$ cat src/include/art_pkg.sv
/*
  Package for the auto-reload PWM timer: register offsets, field layouts,
  mode encodings and reset values.
  Assumes an 8-bit data-space register bus with byte-wide registers.
*/
package art_pkg;

  // ----------------------------------------------------------------------
  // Register offsets
  // ----------------------------------------------------------------------
  localparam logic [7:0] ART_OFF_MODE_CONTROL = 8'hD5;
  localparam logic [7:0] ART_OFF_STATUS_FLAGS = 8'hD6;
  localparam logic [7:0] ART_OFF_CLOCK_PRESCALE_CONFIG = 8'hD7;
  localparam logic [7:0] ART_OFF_RELOAD_CAPTURE_VALUE = 8'hD9;
  localparam logic [7:0] ART_OFF_COMPARE_VALUE = 8'hDA;
  localparam logic [7:0] ART_OFF_COUNTER_ACCESS = 8'hDB;

  // ----------------------------------------------------------------------
  // Values and counts
  // ----------------------------------------------------------------------
  localparam logic [7:0] ART_BYTE_ZERO = 8'h00;
  localparam logic [7:0] ART_COUNT_MAX = 8'hFF;
  localparam logic [6:0] ART_PSC_ZERO = 7'h00;
  localparam logic [1:0] ART_DIV3_LAST = 2'h2;
  localparam int ART_TRIG_BIT = 7;

  // ----------------------------------------------------------------------
  // Types
  // ----------------------------------------------------------------------
  typedef enum logic [1:0] {
    ART_MODE_RELOAD = 2'h0,
    ART_MODE_CAPTURE = 2'h1,
    ART_MODE_CAPTURE_RESET = 2'h2,
    ART_MODE_EXT_LOAD = 2'h3
  } art_mode_t;

  typedef enum logic [1:0] {
    ART_SRC_INTERNAL = 2'h0,
    ART_SRC_INTERNAL_DIV3 = 2'h1,
    ART_SRC_PIN = 2'h2,
    ART_SRC_RESERVED = 2'h3
  } art_src_t;

  typedef struct packed {
    logic load_trigger;
    logic count_enable;
    logic wave_output_enable;
    logic edge_irq_enable;
    logic match_irq_enable;
    logic wrap_irq_enable;
    art_mode_t mode_sel;
  } art_mode_control_t;

  typedef struct packed {
    logic [2:0] prescale_sel;
    logic reserved;
    logic edge_polarity;
    logic edge_detect_enable;
    art_src_t clk_src;
  } art_config_t;

  typedef struct packed {
    logic edge_flag;
    logic match_flag;
    logic wrap_flag;
  } art_flags_t;

  typedef struct packed {
    logic [7:0] addr;
    logic [7:0] wdata;
    logic wr;
    logic rd;
  } art_bus_t;

  localparam art_mode_control_t ART_MODE_CONTROL_RESET = '{default: 1'b0, mode_sel: ART_MODE_RELOAD};
  localparam art_config_t ART_CONFIG_RESET = '{default: 1'b0, clk_src: ART_SRC_INTERNAL};
  localparam art_flags_t ART_FLAGS_RESET = 3'h0;

endpackage

$ cat src/hw/art_timer.sv
/*
  Auto-reload 8-bit PWM timer with 7-bit prescaler, four modes, edge input,
  PWM output and three masked interrupt requests.
  Assumes a single 125 MHz core_clk, an asynchronous active-high rst and a
  bus master that pulses one strobe per cycle; the timer input pin is
  asynchronous and is synchronised here.
*/
// The strobed register port was left to the implementer.
// Overview of operation
// Reset clears mode control to zero
// Load trigger copies reload, clears prescaler; reads zero
// Count enable low freezes prescaler and counter
// Output enable gates PWM onto output pin
// Edge flag and enable raise request
// Match flag and enable raise request
// Wrap flag and enable raise request
// Mode field selects one of four modes
// Writing zero clears flag, one keeps it
// Enabled active input edge sets edge flag
// Counter equal to compare sets match flag
// Wrap from FF to 00 sets flag
// Prescale ratio two to field; count undisturbed
// Software writes zero to reserved bit
// Edge enable bit and polarity select edge
// Clock source: internal, divide three, pin
// Load register accesses running counter; reset-free
// Auto-reload mode reloads counter on overflow
// Overflow drives output high, match low
// Capture mode copies counter on edge
// Capture-reset mode also clears counter, prescaler
// External-load mode loads counter on edge
// Input pin synchronised, edges from previous sample
// Counter increments on prescaler output pulse
`timescale 1ns/10ps
module art_timer (
  input wire logic core_clk,
  input wire logic rst,
  input wire art_pkg::art_bus_t bus,
  output logic [7:0] rd_data,
  input wire logic timer_input_pin,
  output logic timer_output_pin,
  output logic edge_irq,
  output logic match_irq,
  output logic wrap_irq
);

  // ----------------------------------------------------------------------
  // State
  // ----------------------------------------------------------------------
  art_pkg::art_mode_control_t mode_control_reg;
  art_pkg::art_config_t clock_prescale_config_reg;
  art_pkg::art_flags_t status_flags_reg;
  art_pkg::art_flags_t status_flags_next;
  logic [7:0] reload_capture_value_reg;
  logic [7:0] compare_value_reg;
  logic [7:0] counter_access_reg;
  logic [7:0] main_counter_reg;
  logic [7:0] main_counter_next;
  logic [6:0] prescaler_count_reg;
  logic [6:0] prescaler_count_next;
  logic [1:0] div3_reg;
  logic sync1_reg;
  logic sync2_reg;
  logic prev_reg;
  logic wave_reg;
  logic [7:0] rd_data_reg;

  logic wr_mode;
  logic wr_status;
  logic wr_config;
  logic wr_reload;
  logic wr_compare;
  logic wr_counter;
  logic trig_load;
  logic pin_rise;
  logic pin_fall;
  logic edge_evt;
  logic div3_tick;
  logic src_tick;
  logic psc_hit;
  logic inc;
  logic edge_capture;
  logic edge_clear;
  logic edge_load;
  logic load_evt;
  logic cnt_change;
  logic wrap_evt;
  logic match_evt;

  function automatic logic [6:0] psc_mask(input logic [2:0] sel);
    logic [7:0] one_hot;
    one_hot = 8'h01 << sel;
    return 7'(one_hot - 8'h01);
  endfunction

  // ----------------------------------------------------------------------
  // Address decode
  // ----------------------------------------------------------------------
  assign wr_mode = bus.wr && (bus.addr == art_pkg::ART_OFF_MODE_CONTROL);
  assign wr_status = bus.wr && (bus.addr == art_pkg::ART_OFF_STATUS_FLAGS);
  assign wr_config = bus.wr && (bus.addr == art_pkg::ART_OFF_CLOCK_PRESCALE_CONFIG);
  assign wr_reload = bus.wr && (bus.addr == art_pkg::ART_OFF_RELOAD_CAPTURE_VALUE);
  assign wr_compare = bus.wr && (bus.addr == art_pkg::ART_OFF_COMPARE_VALUE);
  assign wr_counter = bus.wr && (bus.addr == art_pkg::ART_OFF_COUNTER_ACCESS);
  assign trig_load = wr_mode && bus.wdata[art_pkg::ART_TRIG_BIT];

  // ----------------------------------------------------------------------
  // Input pin synchroniser and edge detect
  // ----------------------------------------------------------------------
  // First stage feeds only the second, so metastability stays contained.
  always_ff @(posedge core_clk or posedge rst) begin
    if (rst) begin
      sync1_reg <= 1'b0;
      sync2_reg <= 1'b0;
      prev_reg <= 1'b0;
    end else begin
      sync1_reg <= timer_input_pin;
      sync2_reg <= sync1_reg;
      prev_reg <= sync2_reg;
    end
  end

  assign pin_rise = sync2_reg && !prev_reg;
  assign pin_fall = !sync2_reg && prev_reg;
  assign edge_evt = clock_prescale_config_reg.edge_detect_enable &&
                    (clock_prescale_config_reg.edge_polarity ? pin_fall : pin_rise);

  // ----------------------------------------------------------------------
  // Clock source and prescaler
  // ----------------------------------------------------------------------
  // Divide-by-three runs free so that a source switch never stalls it.
  always_ff @(posedge core_clk or posedge rst) begin
    if (rst) begin
      div3_reg <= 2'h0;
    end else if (div3_reg == art_pkg::ART_DIV3_LAST) begin
      div3_reg <= 2'h0;
    end else begin
      div3_reg <= div3_reg + 2'h1;
    end
  end

  assign div3_tick = (div3_reg == art_pkg::ART_DIV3_LAST);

  always_comb begin
    unique case (clock_prescale_config_reg.clk_src)
      art_pkg::ART_SRC_INTERNAL: src_tick = 1'b1;
      art_pkg::ART_SRC_INTERNAL_DIV3: src_tick = div3_tick;
      art_pkg::ART_SRC_PIN: src_tick = pin_rise;
      art_pkg::ART_SRC_RESERVED: src_tick = 1'b0;
    endcase
  end

  // Ratio follows the field at once; the count itself is not touched.
  assign psc_hit = (prescaler_count_reg & psc_mask(clock_prescale_config_reg.prescale_sel)) ==
                   psc_mask(clock_prescale_config_reg.prescale_sel);

  // ----------------------------------------------------------------------
  // Counter events
  // ----------------------------------------------------------------------
  assign edge_capture = edge_evt && (mode_control_reg.mode_sel == art_pkg::ART_MODE_CAPTURE ||
                                     mode_control_reg.mode_sel == art_pkg::ART_MODE_CAPTURE_RESET);
  assign edge_clear = edge_evt && (mode_control_reg.mode_sel == art_pkg::ART_MODE_CAPTURE_RESET);
  assign edge_load = edge_evt && (mode_control_reg.mode_sel == art_pkg::ART_MODE_EXT_LOAD);
  assign load_evt = wr_counter || trig_load || edge_clear || edge_load;
  assign inc = mode_control_reg.count_enable && src_tick && psc_hit && !load_evt;
  assign wrap_evt = inc && (main_counter_reg == art_pkg::ART_COUNT_MAX);
  assign cnt_change = load_evt || inc;
  assign match_evt = cnt_change && (main_counter_next == compare_value_reg);

  // Software loads beat trigger, trigger beats input edge, edges beat counting.
  always_comb begin
    main_counter_next = main_counter_reg;
    prescaler_count_next = prescaler_count_reg;
    if (wr_counter) begin
      main_counter_next = bus.wdata;
      prescaler_count_next = art_pkg::ART_PSC_ZERO;
    end else if (trig_load) begin
      main_counter_next = reload_capture_value_reg;
      prescaler_count_next = art_pkg::ART_PSC_ZERO;
    end else if (edge_clear) begin
      main_counter_next = art_pkg::ART_BYTE_ZERO;
      prescaler_count_next = art_pkg::ART_PSC_ZERO;
    end else if (edge_load) begin
      main_counter_next = reload_capture_value_reg;
      prescaler_count_next = art_pkg::ART_PSC_ZERO;
    end else if (wrap_evt && mode_control_reg.mode_sel == art_pkg::ART_MODE_RELOAD) begin
      main_counter_next = reload_capture_value_reg;
      prescaler_count_next = art_pkg::ART_PSC_ZERO;
    end else if (inc) begin
      main_counter_next = main_counter_reg + 8'h01;
      prescaler_count_next = prescaler_count_reg + 7'h01;
    end else if (mode_control_reg.count_enable && src_tick) begin
      prescaler_count_next = prescaler_count_reg + 7'h01;
    end
  end

  always_ff @(posedge core_clk or posedge rst) begin
    if (rst) begin
      main_counter_reg <= art_pkg::ART_BYTE_ZERO;
      prescaler_count_reg <= art_pkg::ART_PSC_ZERO;
    end else begin
      main_counter_reg <= main_counter_next;
      prescaler_count_reg <= prescaler_count_next;
    end
  end

  // ----------------------------------------------------------------------
  // Control registers
  // ----------------------------------------------------------------------
  // The trigger bit is never stored, so it cannot read back as one.
  always_ff @(posedge core_clk or posedge rst) begin
    if (rst) begin
      mode_control_reg <= art_pkg::ART_MODE_CONTROL_RESET;
    end else if (wr_mode) begin
      mode_control_reg <= art_pkg::art_mode_control_t'({1'b0, bus.wdata[6:0]});
    end
  end

  always_ff @(posedge core_clk or posedge rst) begin
    if (rst) begin
      clock_prescale_config_reg <= art_pkg::ART_CONFIG_RESET;
    end else if (wr_config) begin
      clock_prescale_config_reg <= art_pkg::art_config_t'(bus.wdata);
    end
  end

  always_ff @(posedge core_clk or posedge rst) begin
    if (rst) begin
      compare_value_reg <= art_pkg::ART_BYTE_ZERO;
    end else if (wr_compare) begin
      compare_value_reg <= bus.wdata;
    end
  end

  // A capture in the same cycle as a write wins: the event must not be lost.
  always_ff @(posedge core_clk or posedge rst) begin
    if (rst) begin
      reload_capture_value_reg <= art_pkg::ART_BYTE_ZERO;
    end else if (edge_capture) begin
      reload_capture_value_reg <= main_counter_reg;
    end else if (wr_reload) begin
      reload_capture_value_reg <= bus.wdata;
    end
  end

  // Holds the last value written; left alone by reset.
  always_ff @(posedge core_clk) begin
    if (wr_counter) begin
      counter_access_reg <= bus.wdata;
    end
  end

  // ----------------------------------------------------------------------
  // Flags and interrupt requests
  // ----------------------------------------------------------------------
  always_comb begin
    status_flags_next = status_flags_reg;
    if (wr_status) begin
      status_flags_next = status_flags_reg & art_pkg::art_flags_t'(bus.wdata[2:0]);
    end
    if (edge_evt) begin
      status_flags_next.edge_flag = 1'b1;
    end
    if (match_evt) begin
      status_flags_next.match_flag = 1'b1;
    end
    if (wrap_evt) begin
      status_flags_next.wrap_flag = 1'b1;
    end
  end

  always_ff @(posedge core_clk or posedge rst) begin
    if (rst) begin
      status_flags_reg <= art_pkg::ART_FLAGS_RESET;
    end else begin
      status_flags_reg <= status_flags_next;
    end
  end

  assign edge_irq = status_flags_reg.edge_flag && mode_control_reg.edge_irq_enable;
  assign match_irq = status_flags_reg.match_flag && mode_control_reg.match_irq_enable;
  assign wrap_irq = status_flags_reg.wrap_flag && mode_control_reg.wrap_irq_enable;

  // ----------------------------------------------------------------------
  // PWM output
  // ----------------------------------------------------------------------
  // Match wins a tie, so a compare equal to the reload gives a low output.
  always_ff @(posedge core_clk or posedge rst) begin
    if (rst) begin
      wave_reg <= 1'b0;
    end else if (match_evt) begin
      wave_reg <= 1'b0;
    end else if (wrap_evt) begin
      wave_reg <= 1'b1;
    end
  end

  assign timer_output_pin = wave_reg && mode_control_reg.wave_output_enable;

  // ----------------------------------------------------------------------
  // Read port
  // ----------------------------------------------------------------------
  always_ff @(posedge core_clk or posedge rst) begin
    if (rst) begin
      rd_data_reg <= art_pkg::ART_BYTE_ZERO;
    end else if (bus.rd) begin
      unique case (bus.addr)
        art_pkg::ART_OFF_MODE_CONTROL: rd_data_reg <= {1'b0, mode_control_reg[6:0]};
        art_pkg::ART_OFF_STATUS_FLAGS: rd_data_reg <= {5'h00, status_flags_reg};
        art_pkg::ART_OFF_CLOCK_PRESCALE_CONFIG: rd_data_reg <= clock_prescale_config_reg;
        art_pkg::ART_OFF_RELOAD_CAPTURE_VALUE: rd_data_reg <= reload_capture_value_reg;
        art_pkg::ART_OFF_COMPARE_VALUE: rd_data_reg <= compare_value_reg;
        art_pkg::ART_OFF_COUNTER_ACCESS: rd_data_reg <= main_counter_reg;
        default: rd_data_reg <= art_pkg::ART_BYTE_ZERO;
      endcase
    end else begin
      rd_data_reg <= art_pkg::ART_BYTE_ZERO;
    end
  end

  assign rd_data = rd_data_reg;
endmodule

$ cat config.mk
export PLATFORM = sky130hd
export DESIGN_NAME = art_timer
export DESIGN_NICKNAME = d
export VERILOG_FILES = /design/src/include/art_pkg.sv /design/src/hw/art_timer.sv
export SDC_FILE = /design/constraint.sdc
export NUM_CORES = 1
export LEC_CHECK = 0
export BUFFER_PORTS_ARGS = -buffer_cell sky130_fd_sc_hd__buf_2
export CORE_MARGIN = 5
export CORE_UTILIZATION = 35
export CTS_BUF_LIST = sky130_fd_sc_hd__clkbuf_8
export DETAILED_ROUTE_END_ITERATION = 10
export PLACE_DENSITY = 0.53
export SKIP_CTS_REPAIR_TIMING = 1
export SLEW_MARGIN = 40
export SYNTH_ARGS = -nofsm -noshare
export SYNTH_HDL_FRONTEND = slang
export SYNTH_SLANG_ARGS = --single-unit
$ cat constraint.sdc
create_clock -name core_clk -period 3.6 [get_ports core_clk]
set_input_delay 0.72 -clock core_clk [delete_from_list [all_inputs] [get_ports core_clk]]
set_output_delay 0.72 -clock core_clk [all_outputs]
set_load 0.05 [all_outputs]
## Word-level counts from Yosys, hierarchy flattened

Index checks and enable logic that the tools add are counted.

- Shift-type cells: 1
- Add/sub/neg operators: 4
- Bitwise gates (word level): 2
- Mux-type cells: 26
- Eq/ne operators: 16
- Reductions and logical operators: 39

Operators by type and width:

| cell | number |
|---|---|
| $mux W8 | 9 |
| $eq A8 B8 Y1 const B | 7 |
| $mux W7 | 7 |
| $pmux W8 S6 | 1 |
| $logic_and A1 B1 Y1 | 23 |
| $eq A2 B2 Y1 const B | 5 |
| $reduce_bool A2 Y1 | 5 |
| $add A8 B1 Y8 const B | 1 |
| $eq A8 B8 Y1 | 1 |
| $add A7 B1 Y7 const B | 1 |
| $and A7 B7 Y7 | 1 |
| $eq A7 B7 Y1 | 1 |
| $reduce_bool A7 Y1 | 1 |
| $shl A1 B3 Y7 const A | 1 |
| $sub A7 B1 Y7 const B | 1 |
| $mux W1 | 6 |
| $logic_or A1 B1 Y1 | 5 |
| $eq A2 B1 Y1 const B | 2 |
| $logic_not A2 Y1 | 2 |
| $pmux W1 S4 | 1 |
| $and A3 B3 Y3 | 1 |
| $logic_not A1 Y1 | 3 |
| $mux W3 | 1 |
| $add A2 B1 Y2 const B | 1 |
| $mux W2 | 1 |

- Word-level logic and storage cells: 112
- Output and inout bits: 12
- Input port bits: 21
- Flip-flop bits (word level): 63

## Logic depth before layout (Yosys ltp)

- Word-level depth: 19
- Depth in mapped cells: 11
- Gate-level depth less buffers: 10

## Worst setup path after synthesis

OpenSTA, ideal clock, no wires.

- Path kind: input to register
- From: input bus[10] (netlist name)
- To: register wave_reg
- Arrival: 3.117 ns
- Path slack: 0.352 ns
- Library setup time: 0.131 ns
- Buffers on the path: 1
- Stages on the path: 10
- Data required time: 3.469 ns
- Cells stage by stage: clkbuf_1 > nand3_1 > nor3_1 > nand2_1 > and2_1 > or4_1 > a221oi_1 > o221ai_1 > a2111oi_2 > nor2_1

- Longest elaborated chain between the ends: 18
- Elaborated cells between the ends (all ways): 23
- Those cells by class: 3 x eq/ne; 7 x mux; 13 x reduce/logical

Ends and longest elaborated chain:

| what | line | source |
|---|---|---|
| start: declaration | art_timer.sv:38 | `input wire art_pkg::art_bus_t bus,` |
| $eq A8 B8 Y1 | art_timer.sv:99 | `assign wr_mode = bus.wr && (bus.addr == art_pkg::ART_OFF_MODE_CONTROL);` |
| $logic_and A1 B1 Y1 | art_timer.sv:99 |  |
| $logic_and A1 B1 Y1 | art_timer.sv:105 | `assign trig_load = wr_mode && bus.wdata[art_pkg::ART_TRIG_BIT];` |
| $logic_or A1 B1 Y1 (3 in a row) | art_timer.sv:164 | `assign load_evt = wr_counter \|\| trig_load \|\| edge_clear \|\| edge_load;` |
| $logic_not A1 Y1 | art_timer.sv:165 | `assign inc = mode_control_reg.count_enable && src_tick && psc_hit && !load_evt;` |
| $logic_and A1 B1 Y1 | art_timer.sv:165 |  |
| $logic_and A1 B1 Y1 | art_timer.sv:166 | `assign wrap_evt = inc && (main_counter_reg == art_pkg::ART_COUNT_MAX);` |
| $logic_and A1 B1 Y1 | art_timer.sv:186 | `end else if (wrap_evt && mode_control_reg.mode_sel == art_pkg::ART_MODE_RELOAD) begin` |
| $mux W8 | art_timer.sv:186 |  |
| $mux W8 | art_timer.sv:183 | `end else if (edge_load) begin` |
| $mux W8 | art_timer.sv:180 | `end else if (edge_clear) begin` |
| $mux W8 | art_timer.sv:177 | `end else if (trig_load) begin` |
| $mux W8 | art_timer.sv:174 | `if (wr_counter) begin` |
| $eq A8 B8 Y1 | art_timer.sv:168 | `assign match_evt = cnt_change && (main_counter_next == compare_value_reg);` |
| $logic_and A1 B1 Y1 | art_timer.sv:168 |  |
| $mux W1 / $reduce_bool A2 Y1 (equally long branches) | - |  |
| end signal: assignment | art_timer.sv:290 | `wave_reg <= 1'b0;` |
| end signal: assignment | art_timer.sv:292 | `wave_reg <= 1'b0;` |
| end signal: assignment | art_timer.sv:294 | `wave_reg <= 1'b1;` |
| end: declaration | art_timer.sv:65 | `logic wave_reg;` |

Parallel ways exist; a longest one is shown, timed or not.
A chain may end at the register's enable or synchronous reset.

## Worst setup path after layout

- From: register clock_prescale_config_reg[0] (netlist name)
- To: register wave_reg

- Longest elaborated chain between the ends: 15
- Elaborated cells between the ends (all ways): 21
- Those cells by class: 4 x eq/ne; 8 x mux; 9 x reduce/logical

Ends and longest elaborated chain:

| what | line | source |
|---|---|---|
| start: declaration | art_timer.sv:51 | `art_pkg::art_config_t clock_prescale_config_reg;` |
| start signal: assignment | art_timer.sv:221 | `clock_prescale_config_reg <= art_pkg::ART_CONFIG_RESET;` |
| start signal: assignment | art_timer.sv:223 | `clock_prescale_config_reg <= art_pkg::art_config_t'(bus.wdata);` |
| $eq A2 B2 Y1, or another cell as far along | art_timer.sv:145 | `unique case (clock_prescale_config_reg.clk_src)` |
| $pmux W1 S4 * | art_timer.sv:145 |  |
| $logic_and A1 B1 Y1 * (3 in a row) | art_timer.sv:165 |  |
| $logic_and A1 B1 Y1 | art_timer.sv:166 |  |
| $logic_and A1 B1 Y1 | art_timer.sv:186 |  |
| $mux W8 | art_timer.sv:186 |  |
| $mux W8 | art_timer.sv:183 |  |
| $mux W8 | art_timer.sv:180 |  |
| $mux W8 | art_timer.sv:177 |  |
| $mux W8 | art_timer.sv:174 |  |
| $eq A8 B8 Y1 | art_timer.sv:168 |  |
| $logic_and A1 B1 Y1 | art_timer.sv:168 |  |
| $mux W1 / $reduce_bool A2 Y1 (equally long branches) | - |  |

Every way passes the cells marked *; elsewhere a longest branch is shown, timed or not.

==> out/metrics.yaml <==
synth_ff_type: "dfrtp_1"
outcome: "complete, no violations"
min-delay-path-class: "primary input to asynchronous set/reset pin"
path_max_fanout: 6
yosysSeqAreaShare_pct: 41.4
place_inst: 581
tightest_slew_ps: 655
start_util_pct: 35.5
mostFrequentLayoutCells: "dfrtp_1, nand2_1, o21ai_0"
cp_top_family: "simple AND/OR/NAND/NOR gates"
critPathBufInv: 0
synth-edff-count: 0
clock.fmax_mhz: 311
rsz0062_at_grt: "false"
drv_slew: 0
grt_usage_pct: 19.6
dr.pass1.iters: 7
clk_root_buffer_cell: "clkbuf_8"
clk_path_buf_depth: 2
core_sq_um: 10700
die_area_sq_um: 13100
maxSlewHeadroom_pct: 56.2
drt-initial-drc-count: 332
synth-async-reset-ratio_pct: 100
cp.arrival_ps: 3440
ant_nets: 0
syn_inst: 411
ys_top_cells_by_area: "dfrtp_1, nand2_1, mux2_2"
routabilityCongestion: 0.982
synth.distinct_cells: 60
nets: 478
routedWlPerCell_um: 20.6
setup_viol: 0
path_clk_slew_ps: 90
via_count: 3445
grt_pass1_wl_um: 19500
ir_worst_vdd_uv: 181
hold_violations: 0
place_area_sq_um: 4200
num_rows: 38
maxCapViolCount: 0
finClkSkew_ps: 11.3
finalSetupTns_ps: 0
numPortBuffers: 32
cts_buffers: 9
grt_pass1_vias: 3424
critical_path_class: "flip-flop to flip-flop"
endpoint_kind: "flip-flop"
post-place-ws_ps: 316
routed_via_density: 5.77
syn_area_sq_um: 3810
ys_warn_count: 0
reg2reg_from: "clock_prescale_config_reg[0]$_DFFE_PP0P_"
leakagePower_nw: 1.94
die_h_um: 114
synth_area_per_cell_sq_um: 9.27
fin_crit_sh_pct: 89.2
reg2reg_depth: 8
routed_wl_um: 12300
cts_tree: "built"
period_needed_ps: 3210
layout_commonest_cell: "dfrtp_1"
stdcell_count: 597
area_delta_synth_final_pct: 15.1
ios: 33
worstSkewPairLatency_ps: 360
synth_top_area_cell: "dfrtp_1"
startpoint_type: "flip-flop"
cts_max_level: 3
grt_max_degree: 27
cp_common_cell: "or4_4"
yosysTopAreaCellShare_pct: 41.4
slowest_stage: "or4_4"
crit_chain: "or3b_4, a221oi_4, nand3_4, or4_4, o211a_4, or4_4, a2111oi_2, nor2_1"
cp_slowest_stage_delay_ps: 570
drc: 0
syn_nets: 437
place_hpwl_um: 9330
synth-seq-cells: 63
antenna_found_initial: 0
crit_required_ps: 3830
diodes: 0
die_x_um: 114
fin_ws_ps: 387
overflow: 0
reg2reg_to: "wave_reg$_DFFE_PP0P_"
drive_gt1_share_pct: 19.7
final_area_sq_um: 4390
cts_sinks: 63
powerDensity_nw_per_um2: 403
r2r_slack_ps: 390
per-stage QoR:
step / total power [mW] / hold WS, ps / util [%]
2_1_floorplan: 1.05 / 331 / -
3_3_place_gp: 1.18 / 333 / 39.1
3_5_place_dp: 1.18 / 340 / 39.1
4_1_cts: 1.78 / 328 / 40.8
5_1_grt: 1.86 / 345 / 40.8
6_report: 1.77 / 329 / 40.8
metal layers:
layer	vias up	share of wire [%]	global-route usage, %	wire, um
met1	1648	46	27.9	5610
met5	-	0	0	0
met4	0	3.2	7.28	399
li1	1598	-	-	-
met3	32	7.6	4.12	938
met2	167	44	29.1	5370
Yosys cell counts (all sizes together), types with 3 or more instances:
cell	n
dfrtp	63
a31oi	5
nand2	54
nand3	10
xnor2	7
mux2i	16
a221oi	6
clkbuf	14
nor2b	5
a222oi	3
nand2b	7
and3	5
ha	5
a21oi	8
or4	4
mux2	17
o21ai	38
nor3	8
and4b	4
a22oi	12
inv	19
nand4	7
a21boi	5
nor2	27
o211ai	6
xor2	6
and2	9
kinds of logic after synthesis:
group | share of synthesized area (%)
buffers and inverters | 3.35
adders and majority gates | 1.64
DFF | 41.4
AOI/OAI and AO/OA | 20.4
and+or+nand+nor | 21.1
muxes | 9.23
xor gates and xnor gates | 2.99
report_power, final:
group	internal, mW	total (mW)	switching (mW)
Sequential	0.766	0.871	0.105
Combinational	0.132	0.303	0.170
Clock	0.263	0.594	0.331
final cells by class:
class                           count  area (sq um)
Inverter                           19          71.3
Multi-Input combinational cell    314          2110
Clock buffer                        9           124
Tap cell                          140           175
Timing Repair Buffer               45           270
Clock inverter                      7          61.3
Fill cell                        1134          6360
Sequential cell                    63          1580
worst max path at each step:
stage | end | start | depth (start not counted)
floorplan | wave_reg$_DFFE_PP0P_ | bus[10] | 10
global placement | wave_reg$_DFFE_PP0P_ | clock_prescale_config_reg[0]$_DFFE_PP0P_ | 8
detailed placement | status_flags_reg[1]$_DFFE_PP0P_ | bus[15] | 11
CTS | wave_reg$_DFFE_PP0P_ | clock_prescale_config_reg[0]$_DFFE_PP0P_ | 8
global route | status_flags_reg[1]$_DFFE_PP0P_ | clock_prescale_config_reg[0]$_DFFE_PP0P_ | 10
finish | wave_reg$_DFFE_PP0P_ | clock_prescale_config_reg[0]$_DFFE_PP0P_ | 8
No activity file was read; power rests on OpenSTA's default activity.
